`src/sac_defines.svh`:
```
// Constants for the simultaneous converter control block
`ifndef SAC_DEFINES_SVH
`define SAC_DEFINES_SVH

// Timing
`define SAC_CLK_PERIOD_NS 20
`define SAC_TCONV_NS 4000
`define SAC_CONV_CYC (`SAC_TCONV_NS / `SAC_CLK_PERIOD_NS)

// Geometry
`define SAC_NUM_CH 8
`define SAC_CODE_W 18

// Code landmarks
`define SAC_CODE_MAX 18'h1FFFF
`define SAC_CODE_ZERO 18'h00000
`define SAC_CODE_M1 18'h3FFFF
`define SAC_CODE_MIN 18'h20000

// Register byte offsets
`define SAC_OFS_CTRL 8'h00
`define SAC_OFS_STATUS 8'h04
`define SAC_OFS_INT_STAT 8'h08
`define SAC_OFS_INT_MASK 8'h0C
`define SAC_OFS_RESULT0 8'h10
`define SAC_NUM_REGS 12

// Control bits
`define SAC_CTRL_START 0
`define SAC_CTRL_RELOAD 1

// Status bits
`define SAC_STAT_BUSY 0
`define SAC_STAT_SPAN 1
`define SAC_STAT_IREF 2
`define SAC_STAT_HOLD 3

// Interrupt bits
`define SAC_INT_DONE 0
`define SAC_INT_OVR 1
`define SAC_INT_W 2
`define SAC_INT_MASK_RST 2'h0

`endif

```
`src/sac_pkg.sv`:
```
// Types shared by the converter control block
package sac_pkg;

  typedef struct packed {
    logic span_10v;
    logic int_ref;
  } sac_cfg_t;

  typedef enum logic [0:0] {
    SAC_IDLE = 1'b0,
    SAC_CONV = 1'b1
  } sac_seq_state_t;

  // Core delivers offset binary; flipping the top bit gives twos complement
  function automatic logic [17:0] sac_to_twos(input logic [17:0] raw);
    sac_to_twos = {~raw[17], raw[16:0]};
  endfunction : sac_to_twos

endpackage : sac_pkg

```
`src/sac_ctrl.sv`:
```
// Simultaneous-sampling converter control with AHB-Lite register access
//
// Behaviour
// - span pin high selects 10 V bipolar span, low selects 5 V.
// - start rising edge puts all eight track-and-holds into hold together.
// - eight channels converted on internal clock in 4 us; then busy falls.
// - busy falling returns every track-and-hold to track mode.
// - new results readable after busy falls; old set stays during busy.
// - results are 18-bit twos complement, step is span over 262144.
// - code scaling uses 20 V span wide, 10 V span narrow.
// - max input 0x1FFFF, zero 0x00000, minus one 0x3FFFF, min 0x20000.
// - reference pin high enables internal reference, low needs external.
// - at reset release the reference mode is taken from the reference select pin and held until a reload.
// - busy rises on start rising edge and stays high until done.
`timescale 1ns/1ps
`include "sac_defines.svh"
module sac_ctrl #(
  parameter int CONV_CYC = `SAC_CONV_CYC,
  parameter int CHANNELS = `SAC_NUM_CH
) (
  input wire logic clock_in,
  input wire logic reset_n_in,
  // AHB-Lite slave
  input wire logic hsel_in,
  input wire logic [31:0] haddr_in,
  input wire logic [1:0] htrans_in,
  input wire logic hwrite_in,
  input wire logic [2:0] hsize_in,
  input wire logic [31:0] hwdata_in,
  input wire logic hready_in,
  output logic [31:0] hrdata_out,
  output logic hreadyout_out,
  output logic hresp_out,
  // Pins
  input wire logic conversion_start_in,
  input wire logic span_sel_in,
  input wire logic ref_sel_in,
  // Analog core
  input wire logic [17:0] adc_raw_in,
  output logic [2:0] chan_sel_out,
  output logic hold_out,
  output logic busy_out,
  output sac_pkg::sac_cfg_t cfg_out,
  output logic reference_io_pin_oe_out,
  output logic irq_out
);
  import sac_pkg::*;

  localparam int CONV_CYC_I = CONV_CYC;

  ////////////////////////////////////////////////////////////////////////////
  // Pin synchronisers

  logic [2:0] start_sync_r;
  logic [1:0] span_sync_r;
  logic [1:0] ref_sync_r;

  always_ff @(posedge clock_in) begin
    if (!reset_n_in) begin
      start_sync_r <= 3'h0;
    end else begin
      start_sync_r <= {start_sync_r[1:0], conversion_start_in};
    end
  end

  // Level pins keep sampling under reset so the release edge sees them settled
  always_ff @(posedge clock_in) begin
    span_sync_r <= {span_sync_r[0], span_sel_in};
    ref_sync_r <= {ref_sync_r[0], ref_sel_in};
  end

  ////////////////////////////////////////////////////////////////////////////
  // Bus address phase

  logic acc;
  logic mapped;
  logic [3:0] idx;
  logic a_valid_r;
  logic a_write_r;
  logic [3:0] a_idx_r;
  logic wr_en;
  logic rd_acc;

  assign acc = hsel_in && htrans_in[1] && hready_in;
  assign idx = haddr_in[5:2];
  assign mapped = (haddr_in[31:6] == 26'h0) && (idx < 4'(`SAC_NUM_REGS));
  assign rd_acc = acc && !hwrite_in && mapped;
  assign wr_en = a_valid_r && a_write_r;
  assign hreadyout_out = 1'b1;
  assign hresp_out = 1'b0;

  always_ff @(posedge clock_in) begin
    if (!reset_n_in) begin
      a_valid_r <= 1'b0;
      a_write_r <= 1'b0;
      a_idx_r <= 4'h0;
    end else begin
      a_valid_r <= acc && mapped;
      a_write_r <= hwrite_in;
      a_idx_r <= idx;
    end
  end

  ////////////////////////////////////////////////////////////////////////////
  // Control writes

  logic soft_start_r;
  logic reload_r;
  logic [`SAC_INT_W-1:0] mask_r;

  always_ff @(posedge clock_in) begin
    if (!reset_n_in) begin
      soft_start_r <= 1'b0;
      reload_r <= 1'b0;
    end else begin
      soft_start_r <= wr_en && (a_idx_r == 4'(`SAC_OFS_CTRL >> 2))
                      && hwdata_in[`SAC_CTRL_START];
      reload_r <= wr_en && (a_idx_r == 4'(`SAC_OFS_CTRL >> 2))
                  && hwdata_in[`SAC_CTRL_RELOAD];
    end
  end

  always_ff @(posedge clock_in) begin
    if (!reset_n_in) begin
      mask_r <= `SAC_INT_MASK_RST;
    end else if (wr_en && (a_idx_r == 4'(`SAC_OFS_INT_MASK >> 2))) begin
      mask_r <= hwdata_in[`SAC_INT_W-1:0];
    end
  end

  ////////////////////////////////////////////////////////////////////////////
  // Configuration capture

  logic out_of_reset_r;
  logic cfg_load;
  sac_cfg_t cfg_r;

  // Pins are caught after release, never under reset, so the reset stays clean
  assign cfg_load = !out_of_reset_r || reload_r;

  always_ff @(posedge clock_in) begin
    if (!reset_n_in) begin
      out_of_reset_r <= 1'b0;
    end else begin
      out_of_reset_r <= 1'b1;
    end
  end

  always_ff @(posedge clock_in) begin
    if (!reset_n_in) begin
      cfg_r <= '0;
    end else if (cfg_load) begin
      cfg_r.span_10v <= span_sync_r[1];
      cfg_r.int_ref <= ref_sync_r[1];
    end
  end

  assign cfg_out = cfg_r;
  assign reference_io_pin_oe_out = cfg_r.int_ref;

  ////////////////////////////////////////////////////////////////////////////
  // Conversion sequence

  logic start_edge;
  logic start_ok;
  logic seq_busy;
  logic seq_cap;
  logic seq_done;
  logic [2:0] seq_chan;
  logic hold_r;

  assign start_edge = (start_sync_r[1] && !start_sync_r[2]) || soft_start_r;
  // Starts during a conversion are dropped so held samples are not disturbed
  assign start_ok = start_edge && !seq_busy;

  sac_seq #(
    .CONV_CYC(CONV_CYC),
    .CHANNELS(CHANNELS)
  ) u_seq (
    .clock_in(clock_in),
    .reset_n_in(reset_n_in),
    .start_in(start_ok),
    .busy_out(seq_busy),
    .chan_out(seq_chan),
    .cap_out(seq_cap),
    .done_out(seq_done)
  );

  always_ff @(posedge clock_in) begin
    if (!reset_n_in) begin
      hold_r <= 1'b0;
    end else if (start_ok) begin
      hold_r <= 1'b1;
    end else if (seq_done) begin
      hold_r <= 1'b0;
    end
  end

  assign hold_out = hold_r;
  assign busy_out = seq_busy;
  assign chan_sel_out = seq_chan;

  ////////////////////////////////////////////////////////////////////////////
  // Results

  logic [17:0] shadow_r [CHANNELS];
  logic [17:0] res_r [CHANNELS];

  always_ff @(posedge clock_in) begin
    if (!reset_n_in) begin
      for (int i = 0; i < CHANNELS; i++) begin
        shadow_r[i] <= `SAC_CODE_ZERO;
      end
    end else if (seq_cap) begin
      shadow_r[seq_chan] <= sac_to_twos(adc_raw_in);
    end
  end

  always_ff @(posedge clock_in) begin
    if (!reset_n_in) begin
      for (int i = 0; i < CHANNELS; i++) begin
        res_r[i] <= `SAC_CODE_ZERO;
      end
    end else if (seq_done) begin
      for (int i = 0; i < CHANNELS; i++) begin
        res_r[i] <= (seq_chan == 3'(i)) ? sac_to_twos(adc_raw_in) : shadow_r[i];
      end
    end
  end

  ////////////////////////////////////////////////////////////////////////////
  // Interrupts

  logic [`SAC_INT_W-1:0] int_stat_r;
  logic [`SAC_INT_W-1:0] int_evt;
  logic int_clr;

  assign int_evt = {start_edge && seq_busy, seq_done};
  assign int_clr = rd_acc && (idx == 4'(`SAC_OFS_INT_STAT >> 2));

  // A new event in the clearing cycle survives the clear
  always_ff @(posedge clock_in) begin
    if (!reset_n_in) begin
      int_stat_r <= '0;
    end else begin
      int_stat_r <= (int_clr ? '0 : int_stat_r) | int_evt;
    end
  end

  assign irq_out = |(int_stat_r & mask_r);

  ////////////////////////////////////////////////////////////////////////////
  // Read data

  logic [31:0] rd_mux;
  logic [31:0] hrdata_r;

  always_comb begin
    rd_mux = 32'h0;
    case (idx)
      4'(`SAC_OFS_CTRL >> 2): rd_mux = 32'h0;
      4'(`SAC_OFS_STATUS >> 2): begin
        rd_mux[`SAC_STAT_BUSY] = seq_busy;
        rd_mux[`SAC_STAT_SPAN] = cfg_r.span_10v;
        rd_mux[`SAC_STAT_IREF] = cfg_r.int_ref;
        rd_mux[`SAC_STAT_HOLD] = hold_r;
      end
      4'(`SAC_OFS_INT_STAT >> 2): rd_mux[`SAC_INT_W-1:0] = int_stat_r;
      4'(`SAC_OFS_INT_MASK >> 2): rd_mux[`SAC_INT_W-1:0] = mask_r;
      default: begin
        if (idx >= 4'(`SAC_OFS_RESULT0 >> 2)) begin
          rd_mux[17:0] = res_r[3'(idx - 4'(`SAC_OFS_RESULT0 >> 2))];
        end
      end
    endcase
  end

  always_ff @(posedge clock_in) begin
    if (!reset_n_in) begin
      hrdata_r <= 32'h0;
    end else if (rd_acc) begin
      hrdata_r <= rd_mux;
    end else if (acc) begin
      hrdata_r <= 32'h0;
    end
  end

  assign hrdata_out = hrdata_r;

  ////////////////////////////////////////////////////////////////////////////
  // Checks

  logic [15:0] busy_len_r;

  always_ff @(posedge clock_in) begin
    if (!reset_n_in) begin
      busy_len_r <= 16'h0;
    end else if (seq_busy) begin
      busy_len_r <= busy_len_r + 16'h1;
    end else begin
      busy_len_r <= 16'h0;
    end
  end
endmodule : sac_ctrl

```
`src/sac_seq.sv`:
```
// Channel sequencer driven by the internal conversion clock
`timescale 1ns/1ps
module sac_seq #(
  parameter int CONV_CYC = 200,
  parameter int CHANNELS = 8
) (
  input wire logic clock_in,
  input wire logic reset_n_in,
  input wire logic start_in,
  output logic busy_out,
  output logic [2:0] chan_out,
  output logic cap_out,
  output logic done_out
);
  import sac_pkg::*;

  localparam int CH_CYC = CONV_CYC / CHANNELS;

  sac_seq_state_t state_r;
  logic [7:0] cyc_r;
  logic [2:0] chan_r;
  logic slot_end;

  assign slot_end = (state_r == SAC_CONV) && (cyc_r == 8'(CH_CYC - 1));
  assign cap_out = slot_end;
  assign done_out = slot_end && (chan_r == 3'(CHANNELS - 1));
  assign busy_out = (state_r == SAC_CONV);
  assign chan_out = chan_r;

  always_ff @(posedge clock_in) begin
    if (!reset_n_in) begin
      state_r <= SAC_IDLE;
    end else begin
      case (state_r)
        SAC_IDLE: begin
          if (start_in) begin
            state_r <= SAC_CONV;
          end
        end
        SAC_CONV: begin
          if (done_out) begin
            state_r <= SAC_IDLE;
          end
        end
        default: state_r <= SAC_IDLE;
      endcase
    end
  end

  always_ff @(posedge clock_in) begin
    if (!reset_n_in) begin
      cyc_r <= 8'h00;
      chan_r <= 3'h0;
    end else if (state_r != SAC_CONV) begin
      cyc_r <= 8'h00;
      chan_r <= 3'h0;
    end else if (slot_end) begin
      cyc_r <= 8'h00;
      chan_r <= chan_r + 3'h1;
    end else begin
      cyc_r <= cyc_r + 8'h01;
    end
  end

endmodule : sac_seq

```
`config.mk`:
```
export PLATFORM = sky130hd
export DESIGN_NAME = sac_ctrl
export DESIGN_NICKNAME = d
export VERILOG_FILES = /design/src/sac_pkg.sv /design/src/sac_ctrl.sv /design/src/sac_seq.sv
export VERILOG_INCLUDE_DIRS = /design/src
export SDC_FILE = /design/constraint.sdc
export NUM_CORES = 1
export LEC_CHECK = 0
export ABC_AREA = 1
export BUFFER_PORTS_ARGS = -buffer_cell sky130_fd_sc_hd__buf_4
export CORE_UTILIZATION = 55
export CTS_BUF_LIST = sky130_fd_sc_hd__clkbuf_2
export CTS_CLUSTER_DIAMETER = 150
export DETAILED_ROUTE_END_ITERATION = 16
export PLACE_DENSITY = 0.75
export REMOVE_ABC_BUFFERS = 1
export SLEW_MARGIN = 0
export SYNTH_ARGS = -nofsm -noshare
export SYNTH_HDL_FRONTEND = slang
export SYNTH_SLANG_ARGS = --single-unit
```
`constraint.sdc`:
```
create_clock -name clock_in -period 15.8 [get_ports clock_in]
set_input_delay 3.16 -clock clock_in [delete_from_list [all_inputs] [get_ports clock_in]]
set_output_delay 3.16 -clock clock_in [all_outputs]
set_load 0.005 [all_outputs]
```
# == Word-level counts from Yosys, hierarchy flattened ==
# Memories as Yosys holds them, arrays and structs flattened.
# Index checks and enable logic that the tools add are counted.
# W data, S select, Z words.
# totals
reg_bits,53
ram_bits,288
input_bits,95
output_inout_bits,43
elab_cells,124
mem_count,2
# memory_table
memory,words,word_bits,rd,rd_clocked_by_memory_dff,write_ports,line,source
res_r,8,18,1,0,8,sac_ctrl.sv:207,logic [17:0] res_r [CHANNELS];
shadow_r,8,18,8,0,8,sac_ctrl.sv:206,logic [17:0] shadow_r [CHANNELS];
# classes
add_sub_neg,3
n_lt_le_gt_ge,2
eq_ne,12
mux,39
n_bitwise,13
n_reduce_logical,35
# ops
operator,count
$mux W18,20
$logic_not A26 Y1,1
$reduce_or A18 Y1,1
$logic_and A1 B1 Y1,17
$mux W14,1
$mux W1,13
$eq A3 B3 Y1 const B,4
$eq A4 B2 Y1 const B,3
$add A8 B1 Y8 const B,1
$eq A8 B5 Y1 const B,1
$logic_not A4 Y1,2
$or A1 B1 Y1,8
$pmux W2 S4,1
$eq A3 B2 Y1 const B,2
$reduce_or A3 Y1,2
$eq A4 B1 Y1 const B,1
$ge A4 B3 Y1 const B,1
$logic_not A1 Y1,4
$lt A4 B4 Y1 const B,1
$pmux W2 S2,1
$reduce_bool A2 Y1,2
$reduce_or A4 Y1,1
$add A3 B1 Y3 const B,1
$eq A3 B1 Y1 const B,1
other kinds (11),14

# == Depth between registers and ports, before layout ==
# Gate-level depths: netlist of the first run.
# logic_depth
ltp_word,7
ltp_mapped,11
ltp_nobuf,10

# == Modules after synthesis ==
# A second synthesis of the first run with hierarchy kept.
# unflattened
cells_unflattened,1522
hier_area_um2,14934.3
# by_module_without_submodules
mod,instances,cells_per_inst,area_per_inst_um2,seq_area_each_um2
sac_ctrl,1,1432,14259.9,9469.1
sac_seq,1,90,674.4,240.2

# == Worst setup path after synthesis of the first run ==
# No wires, ideal clock.
# synth_path
kind,input port to flip-flop
from,in reset_n_in
to,mem res_r[0][0] (enable)
setup_time_ps,1223
arrival_time_ps,5934
t_required_ps,14577
slack_ps,8643
path_stages,3
path_buffers,2
path_cell_list,buf_2 clkbuf_1 nand2_1
# synth_rtl
element,line,source
from (decl),sac_ctrl.sv:22,"input wire logic reset_n_in,"
to (decl),sac_ctrl.sv:207,

==> results by group, run 1 <==
Setup path
  • Critical Path Sink Type: register
  • R2r setup slk: approximately 12 ns
  • RR Startpoint: u_seq.chan_out[2]
  • Setup crit start: reset_n_in
  • Reg-to-reg critical path endpoint: res_r[3][17]
  • WS Path Type: input pin to register
  • Startpoint Class: input pin
  • CP required: between 15 and 20 ns
  • Crit path max fanout: 63
  • Critical path arrival: 5.81 ns
  • Worst Reg-to-Reg Cells: 7

Finish
  • Most frequent cells in the layout: nand2_1 (385), edfxtp_1 (288), nor2_1 (204), nand3_1 (187), a21oi_1 (165)
  • Proportion of layout cells with a drive suffix above 1: between 10% and 20%
  • Fin nets: ~1.8k
  • Final cell count without fillers: 2152
  • Area Growth Syn to Fin: 9.569%
  • Most common cell after layout, fill and taps aside: nand2_1

Die
  • CORE AREA: around 27000 µm²
  • Chip height: approximately 170 µm
  • Num ports: 138
  • Die area: 28730 µm²
  • Starting Density: about 57%
  • DIE WIDTH: 169.5 µm
  • Row count: 60

Placement
  • Post-DP HPWL: 21.81 mm
  • RD Place Congestion: 0.7835
  • Cells after DPL: around 2.0k
  • Buffers added on ports: between 80 and 90

Synth
  • Count of state elements after synthesis: around 340
  • Gate Count Post-Synth: around 1.6k
  • Area leader, netlist: edfxtp_1
  • Post-synthesis sequential area ratio: between 60% and 70%
  • Ys async rst share: 0%
  • Mean Syn Cell Area: ~9.5 µm²
  • Share of the synthesized area in the top cell type: 56.05%
  • Post-synth EDFFs: about 290
  • Distinct cells, synth: 37
  • Synthesized cell area: 15430 µm²
  • Synth area leaders: edfxtp_1 (56%), nand2_1 (9.4%), dfxtp_1 (6.9%)
  • Predominant post-synthesis flop cell: edfxtp_1
  • Syn. warnings: 0

Min path
  • Hold Path Class: register to register
  • Hold path start: span_sync_r[0]
  • Hold Path Sink: span_sync_r[1]
  • Hold Path Stages: 0

Clock tree
  • CTS H-tree lvls: 3
  • CTS tree: yes
  • CTS buffer count: 82
  • CTS Buffer Depth: 3
  • Root Buffer: clkbuf_2
  • Post-CTS setup buffers: 0
  • Post-cts sizing count: 0
  • Clk slew on worst S/H paths: approximately 0.10 ns
  • Clock latency on the worst-skew pair: a little over 0.9 ns
  • CTS Sinks: between 300 and 400
  • Post-cts hold buffer count: 0

STA
  • Fin. max-slew vios: 0
  • Final setup violation count: 0
  • Clk_skew: about 0.07 ns
  • Post-route minimum period: between 5 and 6 ns
  • Setup_tns: 0 ns
  • Hold Worst Slack: 0.3337 ns
  • Hold Vio Cnt, Final: 0
  • Slew @ Worst Pin: ~1.1 ns
  • Slew headroom: between 20% and 30%
  • RSZ-0062 raised after global routing: no
  • Final period utilization: 33.63%
  • Fmax: 0.1882 GHz

Drt
  • Routed vias/inst: 5.431
  • Vias: 11.69k
  • Drt total wl: roughly 38 mm
  • DRC errors left: 0
  • DRT Pass-1 Iters: 6
  • Routed len/inst: about 18 µm
  • Remaining antenna violation count: 0
  • Initial DRC Count: ~1.2k

Power
  • Worst ir drop on vdd: about 0.047 mV
  • PD cells: 102.3 nW/µm²
  • Lkg Pwr: between 7 and 8 nW

Flow run
  • Max_cap viols: 0

Global routing
  • Largest net degree at the start of global routing: between 70 and 80
  • Antenna violations before repair: 1
  • Remaining Overflow, GRT: 0
  • Vias in the first global route: between 10k and 15k
  • First-pass GRT wire length: slightly below 60 mm
  • Tot GR Track Use: 27.04%

Outcome
  • Status: finished clean
==> cells in the mapped netlist (3+ instances only) <==
cell and n:
clkbuf_1 47, nand4_1 4, o211ai_1 3, edfxtp_1 288, inv_1 118, buf_2 19
buf_1 14, or2_2 6, clkinv_1 20, o21ai_0 45, dfxtp_1 53, buf_4 17
nand2_2 6, nand3_1 187, nand2_1 386, ha_1 8, nand2_4 4, a21oi_1 165
nor3_1 4, nor2_1 205, buf_6 9
==> cells by family (layout without fill, tap and decap cells) <==
kind of cell,after synthesis,count (layout),synth area share [%]
and+or+nand+nor,813,813,22.13
other,2,19,0.04867
adders and majority gates,8,8,0.6487
DFF,341,341,62.93
AOI/OAI and AO/OA,216,216,7.112
buffers and inverters,247,381,7.022
xor gates and xnor gates,2,2,0.1135
==> flip-flops by register name (all words and copies together), names as in the netlist, 2 cells and up <==
signal          flops
shadow_r          144
hrdata_out         18
u_seq.cyc_r         8
int_stat_r          2
u_seq.chan_out      3
mask_r              2
res_r             144
start_sync_r        3
ref_sync_r          2
span_sync_r         2
a_idx_r             4
==> power breakdown <==
| part | internal, mW | leakage [nW] | switching, mW | total, mW |
|---|---|---|---|---|
| logic | 0.0314 | 3.35 | 0.0808 | 0.112 |
| registers | 1.02 | 3.17 | 0.0112 | 1.03 |
| clock network | 0.243 | 0.581 | 0.348 | 0.591 |
| total | 1.29 | 7.10 | 0.440 | 1.73 |
==> how the worst max path moves through the flow <==
| stage | endpoint | cells past startpoint | slack (ns) |
|---|---|---|---|
| detailed placement | shadow_r[1][6] | 5 | 9.68 |
| global route | shadow_r[5][15] | 5 | 10.44 |
| global placement | shadow_r[1][17] | 5 | 9.70 |
| CTS | shadow_r[1][4] | 5 | 10.58 |
| finish | shadow_r[1][4] | 5 | 10.49 |
| floorplan | res_r[0][0] | 1 | 9.09 |
==> layout make-up <==
class	count	area, µm²
Tap cell	372	465.4
Clock inverter	21	155.1
Inverter	141	530.5
Timing Repair Buffer	95	713.2
Fill cell	2240	10340
Antenna cell	3	7.507
Clock buffer	124	620.6
Sequential cell	341	9709
Multi-Input combinational cell	1055	4705
==> worst max-delay path, cell delays in order <==
cell and delay [ns]:
buf_4 0.52, nand2_1 0.41, nor3_4 0.41, nand2_2 0.38
nand2_1 0.89
==> through the flow <==
| step | utilization (%) | power (mW) | setup WS [ns] | instance area (µm²) |
|---|---|---|---|---|
| 2_1_floorplan | - | 1.105 | 9.090 | 14930 |
| 3_3_place_gp | 59.16 | 1.153 | 9.705 | 16120 |
| 3_5_place_dp | 59.16 | 1.157 | 9.679 | 16120 |
| 4_1_cts | 62.01 | 1.736 | 10.58 | 16900 |
| 5_1_grt | 62.04 | 1.797 | 10.44 | 16910 |
| 6_report | 62.04 | 1.730 | 10.49 | 16910 |
==> metal layers <==
metal  up-vias  part of all wire, %  global-route usage [%]
met5         -                    0                       0
met4         0                  2.9                   11.71
met3        99                   10                   5.457
met2       628                   48                   44.62
met1      5336                   39                   34.81
li1       5624                    -                       -
Note: power is estimated with default switching activity, not from simulation.
==> run 2: changes to the inputs <==
- PLACE_DENSITY: 0.75 -> 0.78
- clock period: 15.8 -> 4.7 ns (I/O delays scaled with it)
==> results by group, run 2 (same netlist as run 1, synthesis figures left out) <==
Flow run
  • Max_cap viols: 0

Clock tree
  • CTS buffer count: a little over 80
  • Post-cts sizing count: 0
  • Post-cts hold buffer count: 0
  • CTS Buffer Depth: 3
  • CTS H-tree lvls: 3
  • CTS Sinks: 341
  • Clock latency on the worst-skew pair: approximately 0.87 ns
  • Clk slew on worst S/H paths: ~0.1 ns
  • Post-CTS setup buffers: 0
  • Root Buffer: clkbuf_2
  • CTS tree: yes

Drt
  • Met2 routed WL: 17.58 mm
  • Routed len/inst: ~17 µm
  • Routed vias/inst: approximately 5.5
  • Wl on met1: between 10 and 15 mm
  • DRC errors left: 0
  • Highest metal used: met4
  • Remaining antenna violation count: 0
  • Initial DRC Count: between 1.5k and 2k
  • Drt total wl: 37.45 mm
  • DRT Pass-1 Iters: 7
  • Vias: 11.94k
  • Wire length on met3: about 4.5 mm

Power
  • Internal power: about 4.3 mW
  • Psw: about 1.5 mW
  • Clock power frac: around a third
  • Switch share: between 20% and 30%
  • PD cells: ~340 nW/µm²
  • Worst ir drop on vdd: 0.1501 mV
  • Combinational Power Share: under 10%
  • Seq pwr share: ~60%
  • Tot Pwr: a little under 6 mW
  • Lkg Pwr: 7.118 nW

STA
  • Slew @ Worst Pin: ~0.97 ns
  • Clk_skew: around 0.053 ns
  • Fin. max-slew vios: 0
  • Setup_tns: 0 ns
  • Hold Vio Cnt, Final: 0
  • RSZ-0062 raised after global routing: no
  • Final period utilization: between 70% and 80%
  • Slew headroom: 35.63%
  • Fmax: 0.2800 GHz
  • Post-route minimum period: 3.572 ns
  • Final setup violation count: 0

Global routing
  • Vias in the first global route: 11.36k
  • Largest net degree at the start of global routing: 75
  • First-pass GRT wire length: around 58 mm
  • Remaining Overflow, GRT: 0
  • Tot GR Track Use: 26.60%
  • Antenna violations before repair: 1

Die
  • CORE AREA: 27250 µm²
  • Die area: between 20000 and 30000 µm²
  • Row count: 60
  • Chip height: ~170 µm
  • DIE WIDTH: 169.5 µm
  • Starting Density: 56.62%
  • Num ports: approximately 140

Setup path
  • Crit path max fanout: 74
  • R2r setup slk: about 1.1 ns
  • Slowest CP cell: buf_4
  • Most used cell, CP: buf_4
  • Worst path cell trace: ha_1, ha_1, buf_4, nand2_1, nand2_4, buf_4, buf_4
  • WS Path Type: register to register
  • Reg-to-reg critical path endpoint: res_r[6][14]
  • Max stage delay on crit path: 0.83 ns
  • Startpoint Class: register
  • Critical Path Sink Type: register
  • CP required: 5.16 ns
  • Worst Reg-to-Reg Cells: 7
  • RR Startpoint: u_seq.chan_out[1]
  • Critical path arrival: between 4 and 5 ns
  • Setup crit start: u_seq.chan_out[1]

Min path
  • Hold Path Class: input pin to register
  • Hold Path Stages: 1
  • Hold path start: span_sel_in
  • Hold Path Sink: span_sync_r[0]

Finish
  • Final cell count without fillers: approximately 2.2k
  • Proportion of layout cells with a drive suffix above 1: between 10% and 20%
  • Most frequent cells in the layout: nand2_1 (385), edfxtp_1 (288), nor2_1 (205), nand3_1 (187), a21oi_1 (165)
  • Fillers: between 2k and 2.5k
  • Most common cell after layout, fill and taps aside: nand2_1
  • Fin nets: ~1.8k
  • Area Growth Syn to Fin: 9.593%

Placement
  • RD Place Congestion: about 0.8
  • Post-DP HPWL: ~23 mm
  • Buffers added on ports: 85
  • Cells after DPL: ~2k

Outcome
  • Status: finished clean
[run 2: changes by cell type in the layout (fill, tap and decap cells not counted), sizes merged]
cell	delta
buf	+5
clkbuf	-4
clkinv	+3
diode	-2
clkinvlp	-1
inv	+1
[run 2: how the worst max path moves through the flow]
stage / end / slack (ns)
6_report: res_r[6][14] / 1.13
3_5_place_dp: res_r[4][6] / 1.19
3_3_place_gp: res_r[5][6] / 1.30
2_1_floorplan: res_r[0][0] / -0.81
4_1_cts: res_r[6][13] / 1.12
5_1_grt: res_r[6][13] / 0.91
[run 2: stage by stage]
stage | setup slack (ns) | instance area, µm² | util, % | hold slack (ns)
after floorplan | -0.8105 | 14930 | - | 0.3096
after global placement | 1.300 | 16160 | 59.29 | 0.3109
after detailed placement | 1.192 | 16160 | 59.29 | 0.3136
after CTS | 1.120 | 16910 | 62.04 | 0.1283
after global routing | 0.9078 | 16910 | 62.05 | 0.1110
final | 1.128 | 16910 | 62.05 | 0.1777
[run 2: power by group through the flow]
| stage | clock network [mW] | registers, mW | logic, mW |
|---|---|---|---|
| 2_1_floorplan | 0 | 3.52 | 0.197 |
| 3_3_place_gp | 0 | 3.52 | 0.362 |
| 3_5_place_dp | 0 | 3.52 | 0.369 |
| 4_1_cts | 1.96 | 3.45 | 0.371 |
| 5_1_grt | 2.11 | 3.47 | 0.414 |
| 6_report | 1.94 | 3.45 | 0.377 |
[run 2: final cells by class]
class | count | area, µm² | area share (%)
diodes | 1 | 2.502 | 0.01480
clock buffers | 120 | 600.6 | 3.552
clock inverters | 24 | 148.9 | 0.8805
inverters | 141 | 530.5 | 3.137
multi-input cells | 1055 | 4702 | 27.81
flip-flops and latches | 341 | 9709 | 57.42
well taps | 372 | 465.4 | 2.752
repair buffers | 100 | 750.7 | 4.440
[run 2: per-layer routing]
| metal | vias to the layer above | GRT usage, % |
|---|---|---|
| met1 | 5455 | 33.22 |
| met3 | 131 | 5.714 |
| met4 | 0 | 13.28 |
| met2 | 712 | 44.00 |
| met5 | - | 0 |
| li1 | 5638 | - |
[run 2: worst max-delay path: cells and delay by family (launching register included)]
family | cells | cell delay [ns]
adders and majority gates | 2 | 0.37
and+or+nand+nor | 2 | 0.36
buffers and inverters | 3 | 1.84
DFF | 1 | 0.48
==> run 3: changes to the inputs <==
- clock period: 4.7 -> 3 ns (I/O delays scaled with it)
==> results by group, run 3 (same netlist as run 1, synthesis figures left out) <==
Global routing
  • Tot GR Track Use: a little over a quarter
  • Remaining Overflow, GRT: 0
  • First-pass GRT wire length: a little under 60 mm
  • Largest net degree at the start of global routing: 110
  • Vias in the first global route: between 10k and 15k
  • Antenna violations before repair: 1

Die
  • Row count: 60
  • Num ports: 138
  • Starting Density: 56.62%
  • Chip height: between 150 and 200 µm
  • DIE WIDTH: roughly 170 µm
  • CORE AREA: approximately 27000 µm²
  • Die area: about 29000 µm²

Setup path
  • Critical path arrival: approximately 3.2 ns
  • WS Path Type: register to register
  • Crit path max fanout: 36
  • Critical Path Sink Type: register
  • CP required: 3.54 ns
  • Reg-to-reg critical path endpoint: res_r[6][9]
  • Startpoint Class: register
  • RR Startpoint: u_seq.chan_out[0]
  • R2r setup slk: 0.35 ns
  • Worst Reg-to-Reg Cells: 6

Finish
  • Final non-filler cell area: 17130 µm²
  • Most frequent cells in the layout: nand2_1 (385), edfxtp_1 (288), nor2_1 (205), nand3_1 (187), a21oi_1 (165)
  • Fillers: roughly 2.2k
  • Area Growth Syn to Fin: 10.99%
  • Most common cell after layout, fill and taps aside: nand2_1
  • Proportion of layout cells with a drive suffix above 1: between 15 and 20%
  • Fin nets: 1857
  • Final cell count without fillers: about 2.2k

Drt
  • DRT Pass-1 Iters: 6
  • Routed vias/inst: between 5 and 6
  • Initial DRC Count: between 1k and 1.5k
  • Routed len/inst: approximately 17 µm
  • Met2 routed WL: 17.87 mm
  • Remaining antenna violation count: 0
  • Drt total wl: about 38 mm
  • Highest metal used: met4
  • Wire length on met3: 4.514 mm
  • Wl on met1: ~15 mm
  • Vias: between 10k and 15k
  • DRC errors left: 0

Flow run
  • Max_cap viols: 0

STA
  • Final period utilization: 88.33%
  • Fin. max-slew vios: 0
  • Slew headroom: around two fifths
  • Fmax: between 0.3 and 0.4 GHz
  • Post-route minimum period: around 2.6 ns
  • Final setup violation count: 0
  • Clk_skew: between 0.05 and 0.06 ns
  • Final setup margin: about 0.35 ns
  • Slew @ Worst Pin: between 0.8 and 0.9 ns
  • RSZ-0062 raised after global routing: no
  • Hold Vio Cnt, Final: 0

Placement
  • Post-DP HPWL: between 20 and 25 mm
  • Cells after DPL: between 2k and 2.5k
  • RD Place Congestion: slightly below 0.9
  • Setup WS pre-CTS: around 0.33 ns
  • Cell area after placement: between 15000 and 20000 µm²
  • Buffers added on ports: 85

Clock tree
  • Root Buffer: clkbuf_2
  • CTS tree: yes
  • CTS H-tree lvls: 3
  • Clock latency on the worst-skew pair: ~0.86 ns
  • Clk slew on worst S/H paths: around 0.1 ns
  • Post-CTS setup buffers: 0
  • CTS Buffer Depth: 3
  • CTS Sinks: 341
  • Post-cts sizing count: 0
  • CTS buffer count: a little over 80
  • Post-cts hold buffer count: 7

Power
  • Tot Pwr: around 8.9 mW
  • Worst ir drop on vdd: around 0.21 mV
  • PD cells: slightly above 500 nW/µm²
  • Lkg Pwr: just over 7 nW

Min path
  • Hold Path Class: input pin to register
  • Hold path start: haddr_in[3]
  • Hold Path Sink: a_idx_r[1]
  • Hold Path Stages: 3

Outcome
  • Status: finished clean
[run 3: cell count changes in the layout (fill, tap and decap cells not counted), sizes merged]
cell,change
buf,+25
dlygate4sd3,+7
bufinv,-2
clkbuf,-1
clkinv,-1
clkinvlp,-1
inv,-1
[run 3: how the worst max path moves through the flow]
stage,startpoint,end,slack [ns],cells past startpoint
finish,u_seq.chan_out[0],res_r[6][9],0.35,6
global route,u_seq.chan_out[0],res_r[6][4],0.08,6
CTS,u_seq.chan_out[0],res_r[6][9],0.30,6
detailed placement,u_seq.chan_out[0],res_r[6][4],0.33,6
global placement,u_seq.chan_out[0],res_r[6][6],0.48,6
floorplan,u_seq.chan_out[2],res_r[0][0],-2.51,3
[run 3: worst max-delay path, stage by stage, from the launching register on]
cell	delay, ns
dfxtp_1	0.40
inv_1	0.13
ha_1	0.42
nand2_1	0.15
clkinv_1	0.70
o21ai_0	0.45
a21oi_1	0.09
[run 3: cell type report]
cell class / count / area, µm² / area share [%]
tap: 372 / 465.4 / 2.718
antenna: 1 / 2.502 / 0.01461
timing repair buffer: 132 / 1046 / 6.108
sequential: 341 / 9709 / 56.70
inverter: 141 / 530.5 / 3.098
clock inverter: 19 / 73.82 / 0.4311
clock buffer: 119 / 595.6 / 3.478
multi-input combinational: 1055 / 4702 / 27.46
[run 3: power breakdown]
part	switching [mW]	internal (mW)
clock	1.79	1.05
sequential	0.0601	5.34
combinational	0.433	0.188
[run 3: layer usage]
| layer | vias to the layer above | global-route usage [%] |
|---|---|---|
| met4 | 0 | 11.20 |
| met1 | 5467 | 35.47 |
| met2 | 731 | 44.21 |
| met5 | - | 0 |
| li1 | 5694 | - |
| met3 | 86 | 5.340 |
[run 3: stage by stage]
step / hold WS [ns] / utilization [%] / TNS, ns
finish: 0.09823 / 62.84 / 0
global route: 0.04548 / 62.84 / 0
CTS: 0.04810 / 62.83 / 0
detailed placement: 0.3151 / 60.12 / 0
global placement: 0.3111 / 60.12 / 0
floorplan: 0.3096 / - / -395.12
